===== src/core/nclk_defs.vh =====
// Purpose: Register offsets, field positions, reset values and timing for the NVM command front end
// Assumes: Included by bare name from core design files
// Notes: Definitions only
`ifndef NCLK_DEFS_VH
`define NCLK_DEFS_VH

// Register offsets (3-bit address)
`define NCLK_ADDR_W 3
`define NCLK_OFF_CLKDIV 3'h0
`define NCLK_OFF_STATUS 3'h1
`define NCLK_OFF_INDEX 3'h2
`define NCLK_OFF_PARAM 3'h3
`define NCLK_OFF_CONFIG 3'h4
`define NCLK_OFF_ECCSTAT 3'h5
`define NCLK_OFF_ECCCFG 3'h6
`define NCLK_OFF_SECURE 3'h7

// Clock divider register fields
`define NCLK_DIV_LOADED_BIT 7
`define NCLK_DIV_RESET 6'h00

// Status register fields
`define NCLK_ST_CCF_BIT 7
`define NCLK_ST_ACC_BIT 5
`define NCLK_ST_PV_BIT 4

// Config / ECC fields
`define NCLK_CFG_COMPLETE_IRQ_ENABLE_BIT 7
`define NCLK_ECC_DF_BIT 1
`define NCLK_ECC_SF_BIT 0

// Parameter array
`define NCLK_PARAM_WORDS 6
`define NCLK_IDX_CMD 3'h0

// Command codes
`define NCLK_CMD_ERV_ALL 8'h01
`define NCLK_CMD_ERV_BLK 8'h02
`define NCLK_CMD_VER_SEC 8'h03
`define NCLK_CMD_RD_ONCE 8'h04
`define NCLK_CMD_PGM 8'h06
`define NCLK_CMD_PGM_ONCE 8'h07
`define NCLK_CMD_ERS_ALL 8'h08
`define NCLK_CMD_ERS_BLK 8'h09
`define NCLK_CMD_ERS_SEC 8'h0a
`define NCLK_CMD_UNSEC 8'h0b
`define NCLK_CMD_KEYVER 8'h0c
`define NCLK_CMD_MARGIN 8'h0d
`define NCLK_CMD_EE_VER 8'h10
`define NCLK_CMD_EE_PGM 8'h11
`define NCLK_CMD_EE_ERS 8'h12

// Timing
`define NCLK_CLK_HZ 20000000
`define NCLK_PE_HZ 1000000
`define NCLK_INIT_CYCLES 8'h10

`endif


===== src/core/nclk_pe_div.v =====
// Purpose: Program/erase clock enable divider
// Assumes: Divide value from software, one enable pulse per divide_value+1 cycles
// Notes: Counts only while run is high
`timescale 1ns/10ps
module nclk_pe_div (
    // Clock and reset
    input wire i_clk,
    input wire i_sys_rst,
    // Control
    input wire i_run,
    input wire [5:0] i_divide_value,
    // Output
    output reg o_pe_tick
);

reg [5:0] cnt_r;

////////////////////////////////////////////////////////////////////////////////
// Divide bus clock by divide_value+1
always @(posedge i_clk) begin
    if (i_sys_rst || !i_run) begin
        cnt_r <= 6'h00;
        o_pe_tick <= 1'b0;
    end else if (cnt_r >= i_divide_value) begin
        cnt_r <= 6'h00;
        o_pe_tick <= 1'b1;
    end else begin
        cnt_r <= cnt_r + 6'h01;
        o_pe_tick <= 1'b0;
    end
end

endmodule // nclk_pe_div


===== src/core/nclk_front.v =====
// Purpose: NVM command front end: divider check, parameter array, launch/complete handshake
// Assumes: Memory controller completes via i_mc_done; ECC faults arrive as pulses
// Notes: 16-bit register port, parameter window 16 bits wide
// Functional notes
// - Divider write sets divider-loaded bit; reads zero until written.
// - Program/erase launch without loaded divider does not execute; access error set.
// - While command busy, parameter writes and new launches are ignored.
// - Parameter array reached through one window chosen by three-bit index.
// - Writing one to completion flag launches and transfers parameters.
// - Parameters locked during command; completion flag set at end.
// - Results written to array, valid once completion flag returns.
// - Indices six and seven ignore writes and read zero.
// - Word zero holds command and high address; others address and data.
// - Recognised codes 01-04, 06-0D, 10-12.
// - Secured state allows only 01,02,08,09,0B,0C,10; 0B only when secured.
// - Completion interrupt when flag set and local enable high.
// - Error interrupt when ECC fault flag and matching enable set.
// - Completion flag held low during init, set high at its end.
// - Stop request waits for active command to finish.
`timescale 1ns/10ps
`include "nclk_defs.vh"
module nclk_front #(
    parameter INIT_CYCLES = 16
) (
    // Clock and reset
    input wire i_clk,
    input wire i_sys_rst,
    // Register port
    input wire [2:0] i_addr,
    input wire [15:0] i_wdata,
    input wire i_wr,
    input wire i_rd,
    output reg [15:0] o_rdata,
    // Memory controller side
    output reg o_mc_start,
    output reg [7:0] o_mc_cmd,
    output reg [23:0] o_mc_addr,
    output reg [63:0] o_mc_data,
    output wire o_pe_tick,
    input wire i_mc_done,
    input wire i_mc_prot_viol,
    input wire i_mc_res_we,
    input wire [2:0] i_mc_res_idx,
    input wire [15:0] i_mc_res_data,
    // Pin-level events and states
    input wire i_secured,
    input wire i_ecc_double,
    input wire i_ecc_single,
    input wire i_stop_req,
    // System outputs
    output wire o_stop_ack,
    output wire o_cmd_irq,
    output wire o_err_irq
);

// Sequencer states; the completion flag is simply the idle state
localparam ST_INIT = 2'h0;
localparam ST_IDLE = 2'h1;
localparam ST_BUSY = 2'h2;

// Sequencer and software-visible registers
reg [1:0] state_r;
reg [7:0] init_cnt_r;
reg [5:0] divide_value_r;
reg divider_loaded_r;
reg access_error_flag_r;
reg protection_violation_flag_r;
reg complete_irq_enable_r;
reg double_fault_flag_r;
reg single_fault_flag_r;
reg double_fault_irq_enable_r;
reg single_fault_irq_enable_r;
reg [2:0] parameter_index_r;
reg [15:0] param_r [0:`NCLK_PARAM_WORDS-1];
// Two-flop synchronisers for pin-level inputs and controller done
reg [1:0] sec_s_r;
reg [1:0] ecc_d_s_r;
reg [1:0] ecc_s_s_r;
reg [1:0] stop_s_r;
reg [1:0] done_s_r;

// Decode and launch qualifiers
wire command_complete_flag;
wire wr_clkdiv;
wire wr_status;
wire wr_param;
wire launch;
wire [7:0] command_code;
reg code_ok;
reg pe_cmd;

assign command_complete_flag = (state_r == ST_IDLE);

////////////////////////////////////////////////////////////////////////////////
// Synchronisers for pin inputs and controller done
always @(posedge i_clk) begin
    if (i_sys_rst) begin
        // Secured until the pin settles, so the wide code set stays shut
        sec_s_r <= 2'b11;
        ecc_d_s_r <= 2'b00;
        ecc_s_s_r <= 2'b00;
        stop_s_r <= 2'b00;
        done_s_r <= 2'b00;
    end else begin
        sec_s_r <= {sec_s_r[0], i_secured};
        ecc_d_s_r <= {ecc_d_s_r[0], i_ecc_double};
        ecc_s_s_r <= {ecc_s_s_r[0], i_ecc_single};
        stop_s_r <= {stop_s_r[0], i_stop_req};
        done_s_r <= {done_s_r[0], i_mc_done};
    end
end

// Write decode
assign wr_clkdiv = i_wr && (i_addr == `NCLK_OFF_CLKDIV);
assign wr_status = i_wr && (i_addr == `NCLK_OFF_STATUS);
// Index register is never locked; only the window itself is
// parameter lock
assign wr_param = i_wr && (i_addr == `NCLK_OFF_PARAM) && command_complete_flag;
assign launch = wr_status && i_wdata[`NCLK_ST_CCF_BIT] && command_complete_flag;
assign command_code = param_r[0][15:8];

////////////////////////////////////////////////////////////////////////////////
// Command code check against security state
always @* begin
    code_ok = 1'b0;
    pe_cmd = 1'b0;
    // Program/erase codes also need the divider, verify codes do not
    // code validity
    case (command_code)
        `NCLK_CMD_ERV_ALL, `NCLK_CMD_ERV_BLK, `NCLK_CMD_KEYVER,
        `NCLK_CMD_EE_VER: code_ok = 1'b1;
        `NCLK_CMD_ERS_ALL, `NCLK_CMD_ERS_BLK: begin
            code_ok = 1'b1;
            pe_cmd = 1'b1;
        end
        `NCLK_CMD_UNSEC: begin
            code_ok = sec_s_r[1];
            pe_cmd = 1'b1;
        end
        `NCLK_CMD_VER_SEC, `NCLK_CMD_RD_ONCE, `NCLK_CMD_MARGIN: code_ok = !sec_s_r[1];
        `NCLK_CMD_PGM, `NCLK_CMD_PGM_ONCE, `NCLK_CMD_ERS_SEC,
        `NCLK_CMD_EE_PGM, `NCLK_CMD_EE_ERS: begin
            code_ok = !sec_s_r[1];
            pe_cmd = 1'b1;
        end
        default: code_ok = 1'b0;
    endcase
end

////////////////////////////////////////////////////////////////////////////////
// Sequencer: init, idle, busy
always @(posedge i_clk) begin
    if (i_sys_rst) begin
        state_r <= ST_INIT;
        init_cnt_r <= 8'h00;
        o_mc_start <= 1'b0;
        o_mc_cmd <= 8'h00;
        o_mc_addr <= 24'h000000;
        o_mc_data <= 64'h0;
    end else begin
        o_mc_start <= 1'b0;
        case (state_r)
            ST_INIT: begin
                // Length is a parameter so benches can shorten start-up
                init_cnt_r <= init_cnt_r + 8'h01;
                if (init_cnt_r == INIT_CYCLES[7:0] - 8'h01) begin
                    state_r <= ST_IDLE;
                end
            end
            ST_IDLE: begin
                if (launch && code_ok && (divider_loaded_r || !pe_cmd)) begin
                    state_r <= ST_BUSY;
                    o_mc_start <= 1'b1;
                    // Copied at launch, later window traffic cannot disturb the run
                    o_mc_cmd <= command_code;
                    o_mc_addr <= {param_r[0][7:0], param_r[1]};
                    o_mc_data <= {param_r[5], param_r[4], param_r[3], param_r[2]};
                end
            end
            ST_BUSY: begin
                // completion sets flag
                // Done is synchronised: two cycles later, but safe from any clock
                if (done_s_r[1]) begin
                    state_r <= ST_IDLE;
                end
            end
            default: state_r <= ST_INIT;
        endcase
    end
end

////////////////////////////////////////////////////////////////////////////////
// Divider register
always @(posedge i_clk) begin
    if (i_sys_rst) begin
        divide_value_r <= `NCLK_DIV_RESET;
        divider_loaded_r <= 1'b0;
    end else if (wr_clkdiv) begin
        // Not range checked: too high a value overstresses the array
        divide_value_r <= i_wdata[5:0];
        divider_loaded_r <= 1'b1;
    end
end

////////////////////////////////////////////////////////////////////////////////
// Error flags: hardware set wins over write-one clear
always @(posedge i_clk) begin
    if (i_sys_rst) begin
        access_error_flag_r <= 1'b0;
        protection_violation_flag_r <= 1'b0;
    end else begin
        if (launch && !(code_ok && (divider_loaded_r || !pe_cmd))) begin
            access_error_flag_r <= 1'b1;
        end else if (wr_status && i_wdata[`NCLK_ST_ACC_BIT]) begin
            access_error_flag_r <= 1'b0;
        end
        // Controller faults only count while a command runs
        if (state_r == ST_BUSY && i_mc_prot_viol) begin
            protection_violation_flag_r <= 1'b1;
        end else if (wr_status && i_wdata[`NCLK_ST_PV_BIT]) begin
            protection_violation_flag_r <= 1'b0;
        end
    end
end

////////////////////////////////////////////////////////////////////////////////
// Config, index and ECC registers
always @(posedge i_clk) begin
    if (i_sys_rst) begin
        complete_irq_enable_r <= 1'b0;
        parameter_index_r <= 3'h0;
        double_fault_irq_enable_r <= 1'b0;
        single_fault_irq_enable_r <= 1'b0;
        double_fault_flag_r <= 1'b0;
        single_fault_flag_r <= 1'b0;
    end else begin
        // Enables have no lock, software may change them mid-command
        if (i_wr && i_addr == `NCLK_OFF_CONFIG) begin
            complete_irq_enable_r <= i_wdata[`NCLK_CFG_COMPLETE_IRQ_ENABLE_BIT];
        end
        if (i_wr && i_addr == `NCLK_OFF_INDEX) begin
            parameter_index_r <= i_wdata[2:0];
        end
        if (i_wr && i_addr == `NCLK_OFF_ECCCFG) begin
            double_fault_irq_enable_r <= i_wdata[`NCLK_ECC_DF_BIT];
            single_fault_irq_enable_r <= i_wdata[`NCLK_ECC_SF_BIT];
        end
        // Fault flags: set wins over write-one clear
        if (ecc_d_s_r[1]) begin
            double_fault_flag_r <= 1'b1;
        end else if (i_wr && i_addr == `NCLK_OFF_ECCSTAT && i_wdata[`NCLK_ECC_DF_BIT]) begin
            double_fault_flag_r <= 1'b0;
        end
        if (ecc_s_s_r[1]) begin
            single_fault_flag_r <= 1'b1;
        end else if (i_wr && i_addr == `NCLK_OFF_ECCSTAT && i_wdata[`NCLK_ECC_SF_BIT]) begin
            single_fault_flag_r <= 1'b0;
        end
    end
end

////////////////////////////////////////////////////////////////////////////////
// Parameter array, one generate slice per word
genvar gi;
generate
    for (gi = 0; gi < `NCLK_PARAM_WORDS; gi = gi + 1) begin : g_param
        always @(posedge i_clk) begin
            if (i_sys_rst) begin
                param_r[gi] <= 16'h0000;
            // Results land only while busy, so none leaks into the next set
            // results from controller
            end else if (state_r == ST_BUSY && i_mc_res_we && i_mc_res_idx == gi) begin
                param_r[gi] <= i_mc_res_data;
            // gated writes, six and seven dropped
            end else if (wr_param && parameter_index_r == gi) begin
                param_r[gi] <= i_wdata;
            end
        end
    end
endgenerate

////////////////////////////////////////////////////////////////////////////////
// Read mux, data one cycle after strobe
always @(posedge i_clk) begin
    if (i_sys_rst) begin
        o_rdata <= 16'h0000;
    end else if (i_rd) begin
        // Non-read cycles return zero so a stray sample shows no stale data
        case (i_addr)
            `NCLK_OFF_CLKDIV: o_rdata <= {8'h00, divider_loaded_r, 1'b0, divide_value_r};
            `NCLK_OFF_STATUS: o_rdata <= {8'h00, command_complete_flag, 1'b0,
                access_error_flag_r, protection_violation_flag_r, 4'h0};
            `NCLK_OFF_INDEX: o_rdata <= {13'h0000, parameter_index_r};
            `NCLK_OFF_PARAM: o_rdata <= (parameter_index_r < 3'h6) ?
                param_r[parameter_index_r] : 16'h0000;
            `NCLK_OFF_CONFIG: o_rdata <= {8'h00, complete_irq_enable_r, 7'h00};
            `NCLK_OFF_ECCSTAT: o_rdata <= {14'h0000, double_fault_flag_r, single_fault_flag_r};
            `NCLK_OFF_ECCCFG: o_rdata <= {14'h0000, double_fault_irq_enable_r,
                single_fault_irq_enable_r};
            `NCLK_OFF_SECURE: o_rdata <= {15'h0000, sec_s_r[1]};
            default: o_rdata <= 16'h0000;
        endcase
    end else begin
        o_rdata <= 16'h0000;
    end
end

////////////////////////////////////////////////////////////////////////////////
// Interrupt requests, global mask is the CPU's
// completion request
assign o_cmd_irq = command_complete_flag && complete_irq_enable_r;
assign o_err_irq = (double_fault_flag_r && double_fault_irq_enable_r) ||
    (single_fault_flag_r && single_fault_irq_enable_r);
// Limitation: acknowledge drops again as soon as a command launches
// stop waits for idle
assign o_stop_ack = stop_s_r[1] && (state_r != ST_BUSY);

// Program/erase clock enable only while busy
// Held clear while idle so every command starts with a full period
nclk_pe_div u_pe_div (
    .i_clk(i_clk),
    .i_sys_rst(i_sys_rst),
    .i_run(state_r == ST_BUSY),
    .i_divide_value(divide_value_r),
    .o_pe_tick(o_pe_tick)
);

endmodule // nclk_front


===== config.mk =====
export PLATFORM = sky130hd
export DESIGN_NAME = nclk_front
export DESIGN_NICKNAME = d
export VERILOG_FILES = /design/src/core/nclk_pe_div.v /design/src/core/nclk_front.v
export VERILOG_INCLUDE_DIRS = /design/src /design/src/core
export SDC_FILE = /design/constraint.sdc
export NUM_CORES = 1
export LEC_CHECK = 0
export BUFFER_PORTS_ARGS = -buffer_cell sky130_fd_sc_hd__buf_2
export CAP_MARGIN = 0
export CORE_MARGIN = 4
export CORE_UTILIZATION = 61
export CTS_CLUSTER_DIAMETER = 50
export CTS_CLUSTER_SIZE = 8
export DETAILED_ROUTE_END_ITERATION = 7
export MAX_ROUTING_LAYER = met4
export PLACE_DENSITY = 0.85
export SLEW_MARGIN = 20
export SYNTH_ARGS = -nofsm -noshare
export SYNTH_HDL_FRONTEND = slang
export SYNTH_SLANG_ARGS = --single-unit
export TNS_END_PERCENT = 100

===== constraint.sdc =====
create_clock -name i_clk -period 3.7 [get_ports i_clk]
set_input_delay 0.185 -clock i_clk [delete_from_list [all_inputs] [get_ports i_clk]]
set_output_delay 0.185 -clock i_clk [all_outputs]
set_load 0.01 [all_outputs]

* After elaboration in Yosys (flattened, before gate mapping)
Memories as Yosys holds them, arrays and structs flattened. A register that Yosys moved wholly into a read port is not among the register bits.
Cells that the tools add are included.
** Word-level totals
- Memories :: 1
- Output and inout bits :: 117
- Bits in writable memories :: 96
- Word-level logic and storage cells :: 216
- Flip-flop bits (word level) :: 93
- Bits in latches :: 0
- ROM bits :: 0
- Input port bits :: 49
** Memory list
- param_r :: depth 6, bits a word 16, read ports 7, clocked after Yosys merged registers in 6, wr ports 6, line nclk_front.v:74 : reg [15:0] param_r [0:`NCLK_PARAM_WORDS-1];
** Operators by class
- Equality and inequality tests :: 39
- Add/sub/neg operators :: 2
- Divide/modulo/power cells :: 0
- Shifts and indexed selects :: 0
- Order comparisons :: 2
- Bitwise logic cells :: 14
- Mux-type cells :: 76
- $mul :: 0
- Reduce and logical (&&, ||, !) cells :: 59
** Operator list (count)
- 16-bit 2-to-1 mux :: 13
- 16-bit one-hot mux with 8 select lines :: 1
- 8-bit by 4-bit == test with 1-bit output, second input constant :: 7
- 1-bit 2-to-1 mux :: 55
- 1-bit logical AND :: 36
- 3-bit == test, second input constant :: 8
- 8-bit by 3-bit == test with 1-bit output, second input constant :: 3
- 8-bit by 5-bit == test with 1-bit output, second input constant :: 3
- 3-bit by 2-bit == test with 1-bit output, second input constant :: 6
- 8-bit by 2-bit == test with 1-bit output, second input constant :: 2
- 8-bit OR reduction :: 2
- 1-bit OR :: 12
- 3-bit by 1-bit == test with 1-bit output, second input constant :: 3
- 3-bit zero test :: 3
- 8-bit by 1-bit adder with 8-bit output, second input constant :: 1
- 8-bit by 1-bit == test with 1-bit output, second input constant :: 1
- 2-bit nonzero test :: 4
- 6-bit by 1-bit adder with 6-bit output, second input constant :: 1
- 6-bit >= comparator :: 1
- 2-bit 2-to-1 mux :: 3
- 3-bit 2-to-1 mux :: 2
- 2-bit != test, second input constant :: 3
- 2-bit one-hot mux with 3 select lines :: 1
- 2-bit OR reduction :: 3
- other kinds (12) :: 18

* Logic depth before layout (Yosys ltp)
Gate-level depths: netlist of the first run.
- Word-level depth :: 9
- Mapped depth :: 9
- Depth with buffers taken out :: 7

* By module
From an unflattened synthesis of the first run, not the netlist that was laid out.
** Second synthesis, totals
- Cells, all modules :: 1052
- Area total of the unflattened synthesis :: 11205.7 um^2
** By module, submodules not included
- nclk_front :: instances 1, area an instance 10779.1 um^2, cells an instance 1007, seq. area each 5945.7 um^2
- nclk_pe_div :: instances 1, area an instance 426.7 um^2, cells an instance 45, seq. area each 140.1 um^2

* Least setup slack after synthesis of the first run
OpenSTA, ideal clock, no wires.
- Kind :: flip-flop to flip-flop
- From :: register state_r[0]
- To :: memory param_r[5][0], enable pin
- Stages on the path, launching flop included :: 4
- Clock period less this slack :: 2.426 ns
- Path slack :: 1.274 ns
- Required time :: 3.286 ns
- Arrival time :: 2.011 ns
- Setup time :: 0.414 ns
- Path buffers :: 0
- Cell sequence :: dfxtp_1 > nor2b_4 > nand4_4 > o31ai_1
** RTL lines
- from (decl) :: line nclk_front.v:62 : reg [1:0] state_r;
- from (signal assigned) :: line nclk_front.v:154 : state_r <= ST_INIT;
- from (signal assigned) :: line nclk_front.v:167 : state_r <= ST_IDLE;
- from (signal assigned) :: line nclk_front.v:172 : state_r <= ST_BUSY;
- to (decl) :: line nclk_front.v:74

==> results.yml, run 1 <==
placed_design:
  routabilityCongestion: 0.973
  dp_hpwl_mm: 21.6
  dpl_worst_slack_ns: 1.06
  port_buffers: 165
worst_setup_path:
  crit_buf_inv: 0
  ff2ff_setup_slack_ns: 1.01
  critPathTopFamily: "simple AND/OR/NAND/NOR gates"
  slowest_stage: "or3_1"
  worstSetupStartpoint: "state_r[0]$_SDFFE_PP0P_"
  cp.arrival_ns: 2.83
  cp_max_fo: 17
  reg2reg_from: "state_r[0]$_SDFFE_PP0P_"
  cp_cell_sequence: "nor2b_4, nand4_4, or3_4, nor3_4, or3_1"
  critPathMaxStageDelay_ns: 0.61
  cp-end-kind: "flip-flop"
  worstSetupStartpointType: "flip-flop"
  r2r-end: "param_r[4][3]$_SDFFCE_PN0P_"
  cp.required_ns: 3.84
  worstSetupPathType: "flip-flop to flip-flop"
  rr_worst_depth: 5
flow_run:
  drv_cap: 0
yosys:
  synth-edff-count: 96
  yosysWarnings: 0
  synth_area_leaders: "dfxtp_1, edfxtp_1, a22o_1"
  synth_top_area_cell: "dfxtp_1"
  synth_flop_cell: "dfxtp_1"
  ys_seq_area_share_pct: 54.5
  yosysTopAreaCellShare_pct: 28.7
  syn-cell-area_um2: 11200
  syn-num-nets: 1104
  ys_seq_elements: 256
  synthCells: 1047
  synth-async-reset-ratio_pct: 0
  avgSynthCellArea_um2: 10.7
  synth.distinct_cells: 59
sta:
  rsz0062_at_grt: "no"
  final.setup_skew_ns: 0.0246
  hold_violations: 0
  tns_ns: 0
  max_freq_mhz: 372
  fin_ws_ns: 1.01
  min_period_ns: 2.69
  setup_viol: 0
  period_share_pct: 72.7
  tightest_slew_ns: 1.07
  slew_viol_final: 0
  slew_headroom_pct: 28.7
outcome:
  status: "finished clean"
grt:
  first_global_vias: 8717
  antenna_found_initial: 1
  grt_pass1_wl_mm: 49.1
  grt_max_degree: 79
  grt_use_total_pct: 31.5
  grt-ovfl-total: 0
final_layout:
  fill_cells: 1235
  drive_above_1_share_pct: 23.2
  area_growth_pct: 17.1
  final_nets: 1234
  post-route-util_pct: 72.8
cts:
  cts_root_buffer: "clkbuf_16"
  cts_tree: "built"
  ctsLongestPathBuffers: 3
  cts_resized: 0
  numCtsBuffers: 38
  htreeDepth: 2
  insertion_delay_ns: 0.52
  cts.reportedPaths.clkPinSlew_ns: 0.05
  cts_sinks: 256
floorplan:
  dieWidth_um: 143
  die_area_um2: 20500
  ios: 166
  initial_core_util_pct: 62.1
  core_um2: 18000
  num_rows: 49
  die_h_um: 143
power:
  leakage_nw: 4.90
  ir_drop_mv: 0.447
  p_per_area_nw_per_um2: 490
detailed_routing:
  drt_iter0_markers: 1070
  drtPass1Iterations: 6
  drc_errors: 0
  avgRoutedWirePerCell_um: 22.4
  vias_per_cell: 6.52
  routed_wl_mm: 32.0
  postRouteAntennaNets: 0
  vias: 9313
hold_path:
  worstHoldPathType: "input port to flip-flop"
  hold_path_end: "divide_value_r[3]$_SDFFE_PP0P_"
  min_delay_path_depth: 3
  hold_path.startpoint: "i_wdata[3]"
-- timing repair --
action                    in CTS  in global routing
hold buffers                   6                  0
hold endpoints to repair       6                  0
buffers inserted               0                  0
-- sequential cells by signal, summed over array words and instances, names as in the netlist, 2 cells and up, named ones only --
name and flops:
divide_value_r 6, ecc_s_s_r 2, init_cnt_r 8, u_pe_div.cnt_r 6
o_mc_data 64, o_mc_addr 24, o_rdata 16, stop_s_r 2
parameter_index_r 3, state_r 2, param_r 96, o_mc_cmd 8
sec_s_r 2, ecc_d_s_r 2, done_s_r 2
-- power breakdown --
group	total [W]	switching [W]	internal, W
Clock	0.00310	0.00120	0.00190
Combinational	0.000272	0.000191	0.0000811
Sequential	0.00303	0.0000522	0.00298
-- stage by stage --
stage          area [µm²]  power, W  hold slack (ns)  cells
2_1_floorplan       11200   0.00322            0.289   1047
3_3_place_gp        11900   0.00333            0.386   1360
3_5_place_dp        11900   0.00334            0.383   1360
4_1_cts             13100   0.00641           0.0336   1428
5_1_grt             13100   0.00657           0.0520   1429
6_report            13100   0.00640           0.0527   1429
-- cell usage in the layout (no fill, tap or decap), drive strengths merged, types with 15 or more instances in the layout --
master  instances
buf           179
dfxtp         160
a21oi         125
o21ai         108
nand3          98
a22o           97
edfxtp         96
nor2           58
clkbuf         58
nand2          38
mux2i          20
mux4           16
nor2b          15
-- worst max-delay path by stage --
| stage | cells after the start | slack (ns) | to |
|---|---|---|---|
| final | 5 | 1.01 | param_r[4][3]$_SDFFCE_PN0P_ |
| after detailed placement | 6 | 1.06 | param_r[4][10]$_SDFFCE_PN0P_ |
| after floorplan | 3 | 1.27 | param_r[5][0]$_DFFE_PP_ |
| after CTS | 5 | 1.06 | param_r[4][3]$_SDFFCE_PN0P_ |
| after global placement | 6 | 1.11 | param_r[4][11]$_SDFFCE_PN0P_ |
| after global routing | 5 | 0.93 | param_r[4][3]$_SDFFCE_PN0P_ |
-- synthesized netlist by cell type (3+ instances only) --
library cell and number:
ha_1 8, nor3_2 3, nand2b_1 5, nor2_1 57, nand2_1 38, a21oi_1 125, or3_1 6, mux2i_1 20
buf_6 11, o21ai_1 12, xor2_1 9, o21ai_0 96, nand4_1 6, dfxtp_1 160, edfxtp_1 96, nand3_2 19
mux4_2 16, clkbuf_1 44, and3_1 5, inv_1 11, nor3_1 7, buf_1 8, nor3b_1 4, buf_4 7
a22o_1 97, a22oi_1 4, buf_2 20, nand3_1 79, nor2b_1 14, a211oi_1 11, xnor2_1 3, clkbuf_2 5
and2_1 4, o211ai_1 5
-- per-layer routing --
| layer | vias up | share of wire, % | GRT usage, % |
|---|---|---|---|
| li1 | 4160 | - | - |
| met4 | 0 | 2.9 | 8.57 |
| met2 | 654 | 45 | 46.7 |
| met3 | 89 | 12 | 6.87 |
| met5 | - | 0 | - |
| met1 | 4410 | 40 | 44.2 |
-- layout make-up --
cell class                 count  area [µm²]  share of cell area [%]
antenna                        1        2.50                  0.0191
clock buffer                  58        1030                    7.85
clock inverter                 4        42.5                   0.326
inverter                      11        41.3                   0.316
multi-input combinational    685        4560                    34.9
sequential                   256        6090                    46.6
tap                          229         287                    2.19
timing repair buffer         185        1020                    7.79
-- kinds of logic after synthesis --
logic type                 count (synthesis)  synth area share, %
AOI/OAI and AO/OA                        362                 20.5
and+or+nand+nor                          266                 13.2
DFF                                      256                 54.5
buffers and inverters                    106                 4.82
muxes                                     37                 5.13
xor gates and xnor gates                  12                0.942
adders and majority gates                  8                0.897
-- tightest hold or removal path: stages --
cell and delay (ns):
buf_2 0.17, nand2_1 0.09, a21oi_1 0.06
Note: power is estimated with default switching activity, not from simulation.
==> run 2, diff against run 1 <==
--- a/config.mk
+++ b/config.mk
@@ -9,12 +9,12 @@
 export BUFFER_PORTS_ARGS = -buffer_cell sky130_fd_sc_hd__buf_2
 export CAP_MARGIN = 0
 export CORE_MARGIN = 4
-export CORE_UTILIZATION = 61
+export CORE_UTILIZATION = 57
 export CTS_CLUSTER_DIAMETER = 50
 export CTS_CLUSTER_SIZE = 8
 export DETAILED_ROUTE_END_ITERATION = 7
 export MAX_ROUTING_LAYER = met4
-export PLACE_DENSITY = 0.85
+export PLACE_DENSITY = 0.8
 export SLEW_MARGIN = 20
 export SYNTH_ARGS = -nofsm -noshare
 export SYNTH_HDL_FRONTEND = slang
==> constraint.sdc (replaced) <==
create_clock -name i_clk -period 2.7 [get_ports i_clk]
set_input_delay 0.135 -clock i_clk [delete_from_list [all_inputs] [get_ports i_clk]]
set_output_delay 0.135 -clock i_clk [all_outputs]
set_load 0.01 [all_outputs]
==> run 2 against run 1 <==
Sequential power grew 37%; die area grew 6.6%; global-route usage shrank 2.1 points; clock power grew 41%; sequential share of layout area shrank 0.99 points; flip-flop and latch count is the same; fmax grew 12%; via count shrank 0.79%; final cell count grew 4.2%; critical endpoint is now o_mc_addr[15]$_SDFFE_PP0P_.
==> results.yml, run 2 (synthesis results as in run 1) <==
outcome:
  status: "finished clean"
placed_design:
  port_buffers: 165
  dp_hpwl_mm: 21.9
  routabilityCongestion: 0.932
  placed_cells: 1409
sta:
  max_freq_mhz: 415
  period_share_pct: 89.2
  rsz0062_at_grt: "no"
  hold_violations: 0
  tns_ns: 0
  slew_headroom_pct: 38.6
  setup_viol: 0
  final.setup_skew_ns: 0.0103
  min_period_ns: 2.41
  tightest_slew_ns: 0.918
  slew_viol_final: 0
final_layout:
  top_regs: "param_r x96, o_mc_data x64, o_mc_addr x24"
  stdcell_count: 1489
  multi_input_area_um2: 4560
  layout_common_cells: "buf_2, dfxtp_1, a21oi_1"
  fill_cells: 1395
  final_nets: 1254
  area_growth_pct: 19.6
  drive_above_1_share_pct: 24.0
  regArea_um2: 6090
  layout_commonest_cell: "buf_2"
  largest_reg_flops: 96
  max_flop_register: "param_r"
floorplan:
  dieWidth_um: 148
  die_area_um2: 21900
  num_rows: 50
  ios: 166
  initial_core_util_pct: 58.9
  die_h_um: 148
  core_um2: 19000
worst_setup_path:
  cp.arrival_ns: 2.83
  cp.required_ns: 3.13
  cp_max_fo: 54
  worstSetupStartpointType: "flip-flop"
  cp-end-kind: "flip-flop"
  worstSetupPathType: "flip-flop to flip-flop"
cts:
  cts_root_buffer: "clkbuf_16"
  numCtsBuffers: 38
  htreeDepth: 2
  cts_resized: 0
  cts_tree: "built"
  cts_sinks: 256
  cts.reportedPaths.clkPinSlew_ns: 0.05
  insertion_delay_ns: 0.51
  ctsLongestPathBuffers: 3
grt:
  antenna_found_initial: 6
  grt-ovfl-total: 0
  grt_pass1_wl_mm: 49.2
  first_global_vias: 8645
  grt_use_total_pct: 29.4
  grt_max_degree: 69
hold_path:
  worstHoldPathType: "input port to flip-flop"
detailed_routing:
  vias_per_cell: 6.20
  drtPass1Iterations: 6
  avgRoutedWirePerCell_um: 21.6
  routed_wl_mm: 32.1
  drt_iter0_markers: 897
  postRouteAntennaNets: 0
  vias: 9239
  drc_errors: 0
power:
  ir_drop_mv: 0.414
  p_per_area_nw_per_um2: 668
  leakage_nw: 5.05
flow_run:
  drv_cap: 0
[run 2: cell types whose count changed in the layout (fill, tap and decap cells not counted), moves of 2 or more]
cell           change
clkbuf_1           +4
diode_2            +5
inv_6              -2
buf_12             +2
clkbuf_16          +3
dlygate4sd3_1      +2
buf_4             +16
[run 2: report_power, final]
| group | internal, W | total, W | switching [W] | leakage (nW) |
|---|---|---|---|---|
| Combinational | 0.000120 | 0.000387 | 0.000267 | 2.23 |
| Sequential | 0.00408 | 0.00415 | 0.0000658 | 2.28 |
| Clock | 0.00278 | 0.00438 | 0.00161 | 0.538 |
| Total | 0.00698 | 0.00892 | 0.00194 | 5.05 |
[run 2: critical path, cell delays in order, from the launching register on]
cell	delay (ns)
edfxtp_1	0.54
mux2i_1	0.22
o22ai_1	0.11
and4b_4	0.80
buf_12	0.31
nand3_1	0.13
a21oi_1	0.16
[run 2: metrics by stage]
stage | utilization (%) | hold slack, ns | instance area (µm²) | setup WS, ns | total power [W]
4_1_cts | 70.3 | 0.00415 | 13300 | 0.327 | 0.00895
5_1_grt | 70.4 | 0.0133 | 13300 | 0.0987 | 0.00919
2_1_floorplan | - | 0.239 | 11200 | 0.274 | 0.00441
3_3_place_gp | 64.0 | 0.319 | 12100 | 0.397 | 0.00457
3_5_place_dp | 64.0 | 0.320 | 12100 | 0.363 | 0.00458
6_report | 70.4 | 0.0194 | 13300 | 0.293 | 0.00892
[run 2: area by class of cell]
| type | instances | share of cell area (%) |
|---|---|---|
| timing repair buffer | 205 | 8.98 |
| inverter | 11 | 0.309 |
| clock buffer | 65 | 8.36 |
| antenna | 6 | 0.112 |
| multi-input combinational | 685 | 34.2 |
| sequential | 256 | 45.6 |
| clock inverter | 1 | 0.0375 |
| tap | 260 | 2.44 |
[run 2: path summary, 6_finish.rpt]
kind	from	slack, ns	end	cells past startpoint
min	i_wdata[4]	0.02	divide_value_r[4]$_SDFFE_PP0P_	3
min reg2reg	sec_s_r[0]$_SDFF_PP1_	0.41	sec_s_r[1]$_SDFF_PP1_	1
max reg2reg	param_r[0][10]$_DFFE_PP_	0.29	o_mc_addr[15]$_SDFFE_PP0P_	6
max	param_r[0][10]$_DFFE_PP_	0.29	o_mc_addr[15]$_SDFFE_PP0P_	6
[run 2: metal layers]
layer	up-vias	global-route usage [%]	wire length (µm)
met5	-	-	0
met4	0	10.2	1070
met3	72	6.84	3580
met2	579	42.6	14300
met1	4360	40.9	13200
li1	4228	-	-
[run 2: repair_timing]
| item | 4_1_cts | 5_1_grt |
|---|---|---|
| hold endpoints to repair | 8 | 0 |
| hold buffers | 8 | 0 |
| setup endpoints to repair | 0 | 0 |
| buffers inserted | 0 | 0 |
==> run 3, diff against run 2 <==
--- a/config.mk
+++ b/config.mk
@@ -6,15 +6,15 @@
 export SDC_FILE = /design/constraint.sdc
 export NUM_CORES = 1
 export LEC_CHECK = 0
-export BUFFER_PORTS_ARGS = -buffer_cell sky130_fd_sc_hd__buf_2
 export CAP_MARGIN = 0
 export CORE_MARGIN = 4
 export CORE_UTILIZATION = 57
 export CTS_CLUSTER_DIAMETER = 50
 export CTS_CLUSTER_SIZE = 8
 export DETAILED_ROUTE_END_ITERATION = 7
+export DONT_BUFFER_PORTS = 1
 export MAX_ROUTING_LAYER = met4
-export PLACE_DENSITY = 0.8
+export PLACE_DENSITY = 0.75
 export SLEW_MARGIN = 20
 export SYNTH_ARGS = -nofsm -noshare
 export SYNTH_HDL_FRONTEND = slang
==> constraint.sdc (replaced) <==
create_clock -name i_clk -period 2.1 [get_ports i_clk]
set_input_delay 0.105 -clock i_clk [delete_from_list [all_inputs] [get_ports i_clk]]
set_output_delay 0.105 -clock i_clk [all_outputs]
set_load 0.01 [all_outputs]
==> run 3 against run 2 <==
Total power rose by 28%; combinational power is 43% higher; utilization up 0.38 points; clock skew up 0.015 ns; sequential power rose by 28%; final cell count fell by 6.3%; non-clock buffer count is 87 lower; first-iteration DRC count grew 1.1%; critical path depth rose by 2; die area unchanged; fmax rose by 18%; critical endpoint is now o_mc_addr[23]$_SDFFE_PP0P_.
==> results.yml, run 3 (synthesis results as in run 1) <==
final_layout:
  post-route-util_pct: 70.8
  area_growth_pct: 20.3
  max_flop_register: "param_r"
  top_regs: "param_r x96, o_mc_data x64, o_mc_addr x24"
  largest_reg_flops: 96
  layout_commonest_cell: "dfxtp_1"
  layout_common_cells: "dfxtp_1, a21oi_1, a22o_1"
  drive_above_1_share_pct: 13.6
  final_nets: 1167
worst_setup_path:
  cp.required_ns: 2.48
  reg2reg_from: "param_r[0][10]$_DFFE_PP_"
  cp_cell_sequence: "buf_4, o21ai_0, and3_1, nand4b_1, buf_6, buf_12, o21ai_0, a21oi_1"
  cpMostUsedCell: "o21ai_0"
  cp_max_fo: 16
  rr_worst_depth: 8
  worstSetupPathType: "flip-flop to flip-flop"
  critPathMaxStageDelay_ns: 0.41
  cp.arrival_ns: 2.42
  cp-end-kind: "flip-flop"
  slowest_stage: "edfxtp_1"
  r2r-end: "o_mc_addr[23]$_SDFFE_PP0P_"
  ff2ff_setup_slack_ns: 0.05
  worstSetupStartpointType: "flip-flop"
cts:
  htreeDepth: 2
  insertion_delay_ns: 0.51
  cts_sinks: 256
  numCtsBuffers: 38
  cts_tree: "built"
  cts_root_buffer: "clkbuf_16"
  ctsLongestPathBuffers: 3
  cts.reportedPaths.clkPinSlew_ns: 0.05
grt:
  grt_pass1_wl_mm: 50.5
  grt_use_total_pct: 30.2
  grt-ovfl-total: 0
  first_global_vias: 8700
  antenna_found_initial: 2
  grt_max_degree: 112
sta:
  final.setup_skew_ns: 0.0252
  hold_violations: 0
  max_freq_mhz: 489
  period_share_pct: 97.4
  tightest_slew_ns: 0.683
  hold-worst-slack_ns: 0.0190
  min_period_ns: 2.05
  setup_viol: 0
  slew_viol_final: 0
  slew_headroom_pct: 54.4
power:
  leakage_nw: 4.66
  p_per_area_nw_per_um2: 853
  p_total_w: 0.0114
  ir_drop_mv: 0.567
placed_design:
  routabilityCongestion: 0.970
  dp_hpwl_mm: 21.5
  port_buffers: 0
hold_path:
  min_delay_path_depth: 1
  hold_path_end: "param_r[4][2]$_SDFFCE_PN0P_"
  worstHoldPathType: "input port to flip-flop"
  hold_path.startpoint: "i_sys_rst"
outcome:
  status: "finished clean"
detailed_routing:
  vias: 9019
  postRouteAntennaNets: 0
  drtPass1Iterations: 6
  vias_per_cell: 6.47
  drc_errors: 0
  routed_wl_mm: 33.1
  avgRoutedWirePerCell_um: 23.7
  drt_iter0_markers: 907
floorplan:
  dieWidth_um: 148
  initial_core_util_pct: 58.9
  die_h_um: 148
  num_rows: 50
  ios: 166
  die_area_um2: 21900
  core_um2: 19000
flow_run:
  drv_cap: 0
==> run 3: changes by cell type in the layout (fill, tap and decap cells not counted), moves of 2 or more <==
cell / change
buf_2: -164
clkbuf_8: +3
buf_4: +4
dlygate4sd3_1: +57
buf_6: +4
nor2_1: -2
clkbuf_1: -4
diode_2: -4
buf_12: +8
==> run 3: layout make-up <==
cell class,instances,area (µm²)
inverters,11,41.3
well taps,260,325
fillers,1359,5530
flip-flops and latches,256,6090
diodes,2,5.00
clock buffers,62,1090
clock inverters,1,8.76
repair buffers,118,1290
multi-input cells,685,4580
==> run 3: critical path, delay by kind of cell, from the launching register on <==
family,cells,cell delay [ns]
compound gates,3,0.49
buf+inv,3,0.57
flops,1,0.41
simple gates,2,0.45
==> run 3: how the worst max path moves through the flow <==
stage | start | endpoint | slack [ns] | cells past startpoint
after global routing | param_r[0][10]$_DFFE_PP_ | o_mc_data[15]$_SDFFE_PP0P_ | -0.03 | 8
after CTS | param_r[0][11]$_DFFE_PP_ | o_mc_addr[5]$_SDFFE_PP0P_ | 0.00006 | 7
final | param_r[0][10]$_DFFE_PP_ | o_mc_addr[23]$_SDFFE_PP0P_ | 0.05 | 8
after floorplan | param_r[0][9]$_DFFE_PP_ | state_r[1]$_SDFFE_PP0P_ | 0.11 | 9
after detailed placement | param_r[0][11]$_DFFE_PP_ | o_mc_addr[14]$_SDFFE_PP0P_ | -0.007 | 7
after global placement | state_r[1]$_SDFFE_PP0P_ | param_r[3][6]$_DFFE_PP_ | 0.08 | 5
==> run 3: power breakdown <==
group | total (W) | leakage (nW) | switching, W | internal, W
sequential | 0.00533 | 2.28 | 0.0000815 | 0.00525
combinational | 0.000552 | 1.85 | 0.000329 | 0.000223
clock | 0.00557 | 0.530 | 0.00206 | 0.00351
==> run 3: timing repair <==
item                                   in CTS  in global routing
resized for setup                           0                  8
setup buffers                               2                  4
pin swaps                                   0                  1
setup endpoints to repair                  11                 94
endpoints found under the hold margin     247                  0
gates cloned                                0                  3
hold buffers                               66                  0
==> run 3: layer usage <==
layer	wire length, µm	global-route usage (%)	vias to the layer above	part of all wire (%)
met5	0	-	-	0
met4	1450	12.2	0	4.4
met3	4340	9.47	107	13
met2	14200	42.2	594	43
met1	13100	41.1	4281	40
li1	-	-	4037	-
==> run 3: metrics by stage <==
stage                     setup TNS [ns]  std cells  cell area [µm²]  setup slack (ns)
after floorplan                        0       1047            11200             0.112
after global placement                 0       1255            11500            0.0758
after detailed placement        -0.00824       1255            11500          -0.00745
after CTS                              0       1386            13300         0.0000604
after global routing              -0.201       1395            13400           -0.0265
final                                  0       1395            13400            0.0539
